[src/rtl/mapp_map.svh]
// Constants of the muxed address programming port.
// Assumes inclusion by mapp_pkg and mapp_top only.
`ifndef MAPP_MAP_SVH
`define MAPP_MAP_SVH
// Widths of the row, column and combined array address
`define MAPP_ROW_W     11
`define MAPP_COL_W     8
`define MAPP_ADDR_W    19
`define MAPP_DATA_W    8
`define MAPP_GPI_W     5
// Position of the done flag inside the status byte
`define MAPP_DONE_BIT  7
// Strap level that selects the multiplexed interface
`define MAPP_SEL_MUX   1'b1
// Level of an output enable while a pin floats
`define MAPP_OE_OFF    1'b1
`define MAPP_OE_ON     1'b0
// Resting level of both strobes, used for their reset values
`define MAPP_STROBE_IDLE 1'b1
`endif

[src/rtl/mapp_pkg.sv]
// Types shared by the muxed address programming port.
// Assumes mapp_map.svh sits in the include path.
`include "mapp_map.svh"
package mapp_pkg;
    // Sampled pin levels; five inputs double as address 10 down to 6
    typedef struct packed {
        logic                     interface_select_strap;
        logic                     row_col_strobe;
        logic                     init_oe_n;
        logic                     write_strobe_n;
        logic                     reset_pin_n;
        logic [`MAPP_GPI_W-1:0]   board_general_inputs;
        logic                     write_protect_pin;
        logic                     top_sector_lock_pin;
        logic [3:0]               device_select_straps;
        logic [`MAPP_DATA_W-1:0]  data;
    } mapp_pins_t;
    // Read source chosen by the command logic
    typedef enum logic [2:0] {
        MAPP_RD_ARRAY  = 3'h1,
        MAPP_RD_STATUS = 3'h2,
        MAPP_RD_IDENT  = 3'h4
    } mapp_rd_mode_t;
    // Results handed to the command and array logic
    typedef struct packed {
        logic [`MAPP_ADDR_W-1:0]  array_addr;
        logic [`MAPP_DATA_W-1:0]  write_data;
        logic                     write_pulse;
        logic                     core_reset;
        logic [`MAPP_GPI_W-1:0]   gpi_value;
    } mapp_core_t;
    // Write sequencer states
    typedef enum logic [2:0] {
        MAPP_ST_RESET = 3'h1,
        MAPP_ST_IDLE  = 3'h2,
        MAPP_ST_WRITE = 3'h4
    } mapp_st_t;
endpackage

[src/rtl/mapp_top.sv]
// Pin front end of the muxed address programming port.
// Assumes command decoding, status and array sit behind the core side.
`timescale 1ns/1ns
`include "mapp_map.svh"

// Notes on behaviour
// Strap low selects the bus interface, strap high the muxed interface.
// Strobe falling edge captures the eleven address inputs as bits 10..0.
// Strobe rising edge captures address bits 18..11 from the inputs.
// Write data bytes on the eight data lines are held in a latch.
// Reads drive array, status or identifier bytes per the read mode.
// Data lines float while output enable is high; driven only when low.
// Ready output copies status bit 7 in muxed mode.
// Five board input levels are readable through an input register.
// Board keeps those inputs steady across the register read.
// In muxed mode the five board inputs are address 10 down to 6.
// Reserved pins become ready output and data lines 7 down to 4.
// Writes happen only under control of the write strobe.
// Reset pin low blocks writes, resets the core and floats data.
// Bus mode init acts as reset; muxed mode init is output enable.
// Straps are address 3..0, lock pin 4, protect pin 5, bus data 3..0.
// Combined 19-bit address is kept until the next strobe rise.
module mapp_top
(
    // Clock and reset
    input  wire logic                      sys_clk,
    input  wire logic                      rst_n,
    // Pins from the programmer
    input  wire mapp_pkg::mapp_pins_t      pins,
    // Pins toward the programmer
    output logic [`MAPP_DATA_W-1:0]        data_out,
    output logic                           low_data_oe_n,
    output logic                           high_data_oe_n,
    output logic                           operation_done_output,
    output logic                           done_oe_n,
    // Core side
    input  wire logic [`MAPP_DATA_W-1:0]   array_data,
    input  wire logic [`MAPP_DATA_W-1:0]   status_data,
    input  wire logic [`MAPP_DATA_W-1:0]   ident_data,
    input  wire mapp_pkg::mapp_rd_mode_t   read_mode,
    input  wire logic                      gpi_read_hold,
    output mapp_pkg::mapp_core_t           core
);

    // Whole module state
    typedef struct packed {
        mapp_pkg::mapp_st_t          st;
        mapp_pkg::mapp_pins_t        s1;
        mapp_pkg::mapp_pins_t        s2;
        logic                        rc_prev;
        logic                        we_prev;
        logic [`MAPP_ROW_W-1:0]      row;
        mapp_pkg::mapp_core_t        core;
        logic [`MAPP_DATA_W-1:0]     dq;
        logic                        lo_oe_n;
        logic                        hi_oe_n;
        logic                        done;
        logic                        done_oe_n;
    } mapp_state_t;

    mapp_state_t                q;
    mapp_state_t                next_q;
    logic                       mux;
    logic                       rst_hit;
    logic                       rc_fall;
    logic                       rc_rise;
    logic                       we_rise;
    logic [`MAPP_ROW_W-1:0]     a_pins;

    // Decoded pin events; all read the second sync stage only
    always_comb
    begin
        mux     = (q.s2.interface_select_strap == `MAPP_SEL_MUX);
        // Bus mode init doubles as reset, muxed mode init is enable
        rst_hit = !q.s2.reset_pin_n || (!mux && !q.s2.init_oe_n);
        rc_fall = q.rc_prev && !q.s2.row_col_strobe;
        rc_rise = !q.rc_prev && q.s2.row_col_strobe;
        we_rise = !q.we_prev && q.s2.write_strobe_n;
        // Shared pins form the address inputs
        a_pins  = {q.s2.board_general_inputs,
                   q.s2.write_protect_pin,
                   q.s2.top_sector_lock_pin,
                   q.s2.device_select_straps};
    end

    // Next state
    always_comb
    begin
        next_q                  = q;
        next_q.s1               = pins;
        next_q.s2               = q.s1;
        next_q.rc_prev          = q.s2.row_col_strobe;
        next_q.we_prev          = q.s2.write_strobe_n;
        next_q.core.write_pulse = 1'b0;
        next_q.core.core_reset  = rst_hit;

        // Write sequencer; data is latched while the strobe is low
        case (q.st)
            mapp_pkg::MAPP_ST_RESET:
            begin
                if (!rst_hit)
                    next_q.st = mapp_pkg::MAPP_ST_IDLE;
            end
            mapp_pkg::MAPP_ST_IDLE:
            begin
                if (rst_hit)
                    next_q.st = mapp_pkg::MAPP_ST_RESET;
                else if (mux && !q.s2.write_strobe_n)
                begin
                    next_q.st              = mapp_pkg::MAPP_ST_WRITE;
                    next_q.core.write_data = q.s2.data;
                end
            end
            mapp_pkg::MAPP_ST_WRITE:
            begin
                if (rst_hit)
                    next_q.st = mapp_pkg::MAPP_ST_RESET;
                else if (!mux)
                    next_q.st = mapp_pkg::MAPP_ST_IDLE;
                else if (q.s2.write_strobe_n)
                begin
                    // Strobe rise hands the held byte to the core
                    next_q.st               = mapp_pkg::MAPP_ST_IDLE;
                    next_q.core.write_pulse = 1'b1;
                end
                else
                    next_q.core.write_data = q.s2.data;
            end
            default:
                next_q.st = mapp_pkg::MAPP_ST_RESET;
        endcase

        // Two-phase address capture; the pair only updates on a rise
        if (mux && !rst_hit)
        begin
            if (rc_fall)
                next_q.row = a_pins;
            if (rc_rise)
                next_q.core.array_addr = {a_pins[`MAPP_COL_W-1:0],
                                          q.row};
        end

        // Read drive; held off during a write to avoid a fight
        if (mux && !rst_hit && !q.s2.init_oe_n && q.s2.write_strobe_n)
        begin
            next_q.lo_oe_n = `MAPP_OE_ON;
            next_q.hi_oe_n = `MAPP_OE_ON;
        end
        else
        begin
            next_q.lo_oe_n = `MAPP_OE_OFF;
            next_q.hi_oe_n = `MAPP_OE_OFF;
        end
        case (read_mode)
            mapp_pkg::MAPP_RD_STATUS: next_q.dq = status_data;
            mapp_pkg::MAPP_RD_IDENT:  next_q.dq = ident_data;
            default:                  next_q.dq = array_data;
        endcase

        // Ready pin exists only in muxed mode
        next_q.done      = status_data[`MAPP_DONE_BIT];
        next_q.done_oe_n = mux ? `MAPP_OE_ON : `MAPP_OE_OFF;

        // Input register freezes while the bus reads it
        if (!gpi_read_hold)
            next_q.core.gpi_value = q.s2.board_general_inputs;
    end

    // State register; synchronous reset
    always_ff @(posedge sys_clk)
    begin
        if (!rst_n)
        begin
            q                 <= '0;
            q.st              <= mapp_pkg::MAPP_ST_RESET;
            q.lo_oe_n         <= `MAPP_OE_OFF;
            q.hi_oe_n         <= `MAPP_OE_OFF;
            q.done_oe_n       <= `MAPP_OE_OFF;
            q.core.core_reset <= 1'b1;
            // Strobes rest high; a low reset value would fake an edge later
            q.s1.row_col_strobe <= `MAPP_STROBE_IDLE;
            q.s2.row_col_strobe <= `MAPP_STROBE_IDLE;
            q.rc_prev           <= `MAPP_STROBE_IDLE;
            q.s1.write_strobe_n <= `MAPP_STROBE_IDLE;
            q.s2.write_strobe_n <= `MAPP_STROBE_IDLE;
            q.we_prev           <= `MAPP_STROBE_IDLE;
        end
        else
            q <= next_q;
    end

    // Outputs straight from flops
    assign data_out              = q.dq;
    assign low_data_oe_n         = q.lo_oe_n;
    assign high_data_oe_n        = q.hi_oe_n;
    assign operation_done_output = q.done;
    assign done_oe_n             = q.done_oe_n;
    assign core                  = q.core;
endmodule // mapp_top

[config.mk]
export PLATFORM = sky130hd
export DESIGN_NAME = mapp_top
export DESIGN_NICKNAME = d
export VERILOG_FILES = /design/src/rtl/mapp_pkg.sv /design/src/rtl/mapp_top.sv
export VERILOG_INCLUDE_DIRS = /design/src /design/src/rtl
export SDC_FILE = /design/constraint.sdc
export NUM_CORES = 1
export LEC_CHECK = 0
export ABC_CLOCK_PERIOD_IN_PS = 1250
export BUFFER_PORTS_ARGS = -buffer_cell sky130_fd_sc_hd__buf_2
export CORE_MARGIN = 8
export CORE_UTILIZATION = 47
export CTS_CLUSTER_SIZE = 14
export DETAILED_ROUTE_END_ITERATION = 6
export GPL_TIMING_DRIVEN = 0
export PLACE_DENSITY = 0.82
export SYNTH_ARGS = -nofsm -noshare
export SYNTH_HDL_FRONTEND = slang
export SYNTH_SLANG_ARGS = --single-unit
[constraint.sdc]
create_clock -name sys_clk -period 1.25 [get_ports sys_clk]
set_input_delay 0.125 -clock sys_clk [delete_from_list [all_inputs] [get_ports sys_clk]]
set_output_delay 0.125 -clock sys_clk [all_outputs]
set_load 0.005 [all_outputs]
==> impl_metrics.toml <==
[outcome]
status = "finished with violations"
failing_checks = "negative setup slack"

[drt]
drtPass1Iterations = 4
detailroute.via_count = 3182
drt-total-wl_mm = 9.44
final_antenna_net_count = 0
drcViolationCount = 0
detail_route.iter0.violations = 84
post_drt_wl_per_cell_um = 14.1
routed_via_density = 4.76

[floorplanning]
row_count = 34
floorplan.initialDensity_pct = 47.4
floorplan.die_area_um2 = 11900
dieWidth_um = 109
die_y_um = 109
core-area_um2 = 8550
boundaryPins = 100

[place]
place_inst = 622
dp_hpwl_mm = 6.61
placement.io_buffers = 97
pre_cts_ws_ns = -0.172
globalplace.congestion = 0.751

[timing]
skew_ns = 0.0112
worst-slew-pin-transition_ns = 0.442
finalCriticalPeriod_ns = 1.29
timing_hold_violations_final = 0
grt_setup_unrepaired = "true"
fmaxAchievable_mhz = 774
finalSetupViolations = 1
final_critical_path_setup_slack_ns = -0.0424
fin_crit_sh_pct = 103
timing.final.max_slew_violations = 0
relSlewSlack_pct = 70.2

[grt]
groute.usage.overall_pct = 16.0
grt_max_degree = 17
grt_pass1_vias = 3225
antenna_found_initial = 0
grt_overflow_total = 0
groute.layer.met3.usage_pct = 6.38
grtUsageMet2_pct = 29.2
grt_most_used_layer = "met2"
grt_pass1_wl_mm = 15.0
grt_use_met1_pct = 16.3

[setup_path]
timing.critical_path.to_type = "register"
r2r_start = "mux"
cp_data_arrival_time_ns = 1.55
setup.worst_path.start_class = "register"
crit_required_ns = 1.51
critical_path_peak_fanout = 9
crit_start = "mux"
critical_path_class = "register to register"

[synthesis]
yosys.cell_count.top_type = "dfxtp_1"
postSynthCellCount = 417
synth_area_leader_cell = "dfxtp_1"
syn_area_per_cell_um2 = 9.72
post_synth_main_area_contributors = "dfxtp_1 53%, buf_4 8.3%, nand2_1 7.3%, and2_1 7.1%, a21boi_0 4.6%"
synth_enable_flop_cells = 0
synth.top_cell.area_share_pct = 53.3
yosys-top-cells-count = "108 x dfxtp_1, 79 x nand2_1, 46 x and2_1, 45 x buf_4, 25 x a21boi_0"
post_synth_instance_area_um2 = 4050
synth_seq_cells = 108
ys_types = 32
synthArstFlopShare_pct = 0
synth-main-ff-cell = "dfxtp_1"
synth-seq-area-share_pct = 53.3
synth_nets = 471
yosys_warnings = 0

[clocking]
cts_root_buffer = "clkbuf_8"
clk_transition_reported_paths_ns = 0.09
tritoncts = "done"
cts-buffers-inserted = 9
cts_max_level = 3
max-clock-path-buffers = 2
cts.sink_count = 108
clock_insertion_delay_worst_skew_ns = 0.36

[final_layout]
insertedDiodeCount = 0
drive_gt1_share_pct = 32.5
layout-area-overhead-vs-synth_pct = 29.7
filler_cell_count = 700
num-nets-final = 609
post_layout_nonfiller_instances = 668

[worst_hold_path]
worstHoldPathType = "input port to register"
min_from = "rst_n"

[pwr]
vdd.ir_drop.worst_mv = 0.665
p_leak_nw = 2.29
power.density_cell_area_nw_per_um2 = 1160
total_power_mw = 6.09

[job]
drv_cap = 0
-- cell usage in the layout, fill, tap and decap left out, drive strengths merged, types with 2 or more instances in the layout --
cell | Yosys | routed
buf | 51 | 154
dfxtp | 108 | 108
nand2 | 79 | 79
and2 | 46 | 46
a21boi | 30 | 30
clkbuf | 16 | 28
dlygate4sd3 | 0 | 25
nand2b | 15 | 15
mux2i | 13 | 13
o21ai | 11 | 11
o221ai | 8 | 8
o311ai | 8 | 8
a21oi | 8 | 8
nor2b | 6 | 6
nand4b | 2 | 3
xor2 | 2 | 2
inv | 2 | 2
and4b | 2 | 2
nor2 | 2 | 2
-- layer usage --
layer | up-vias | routed length [µm]
met5 | - | 0
met4 | 0 | 125
met3 | 11 | 805
met2 | 103 | 4800
met1 | 1466 | 3710
li1 | 1602 | -
-- report_power, final --
| group | internal, mW | leakage, nW | switching [mW] | total (mW) |
|---|---|---|---|---|
| combinational | 0.260 | 1.31 | 0.206 | 0.466 |
| clock | 0.949 | 0.0989 | 1.09 | 2.04 |
| sequential | 3.53 | 0.884 | 0.0436 | 3.58 |
-- flip-flops by register name, summed over array words and instances (netlist names) --
signal,cells
core,34
next_q,26
q,25
a_pins,11
data_out,8
done_oe_n,1
low_data_oe_n,1
mux,1
operation_done_output,1
-- what timing repair did --
item                                    CTS  global route
cloned                                    1             2
endpoints found under the hold margin    25             0
gates resized for setup                  15            15
setup buffers                             0             3
pin swaps                                 5             0
hold buffers                             25             0
endpoints found under the setup margin   30            32
-- cell families (layout without fill, tap and decap cells) --
logic type,after synthesis,in the layout,synth area share [%]
AO/OA/AOI/OAI,67,67,12.1
XOR/XNOR,3,3,0.648
buffers and inverters,69,211,10.9
flip-flops,108,108,53.3
multiplexers,13,13,3.21
AND/OR/NAND/NOR,157,158,19.8
-- path summary, 6_finish.rpt --
check | endpoint | cells after the start | slack [ns]
hold reg to reg | next_q[57] | 1 | 0.41
setup reg to reg | q[108] | 4 | -0.04
setup / recovery | q[108] | 4 | -0.04
hold / removal | core[5] | 2 | 0.05
-- critical path, stage by stage (launching register included) --
cell and delay (ns):
dfxtp_1 0.31, buf_6 0.13, nor2b_1 0.12, or4b_1 0.53, o32ai_1 0.11
-- metrics by stage --
stage                     hold WS [ns]  setup TNS [ns]  cell area (µm²)  util [%]
after floorplan                  0.225               0             4050         -
after global placement           0.310           -1.67             4670      54.7
after detailed placement         0.314           -2.03             4670      54.7
after CTS                       0.0322         -0.0504             5170      60.4
after global routing            0.0413          -0.527             5260      61.5
final                           0.0476         -0.0424             5260      61.5
-- final cells by class --
type                            count  area (µm²)  share of cell area (%)
Buffer                             66         458                    8.71
Tap cell                          108         135                    2.57
Inverter                            2        7.51                   0.143
Sequential cell                   108        2170                    41.3
Multi-Input combinational cell    241        1510                    28.8
Clock inverter                      2        16.3                   0.309
Timing Repair Buffer              127         771                    14.7
Clock buffer                       14         183                    3.48
No activity file was read; power rests on OpenSTA's default activity.
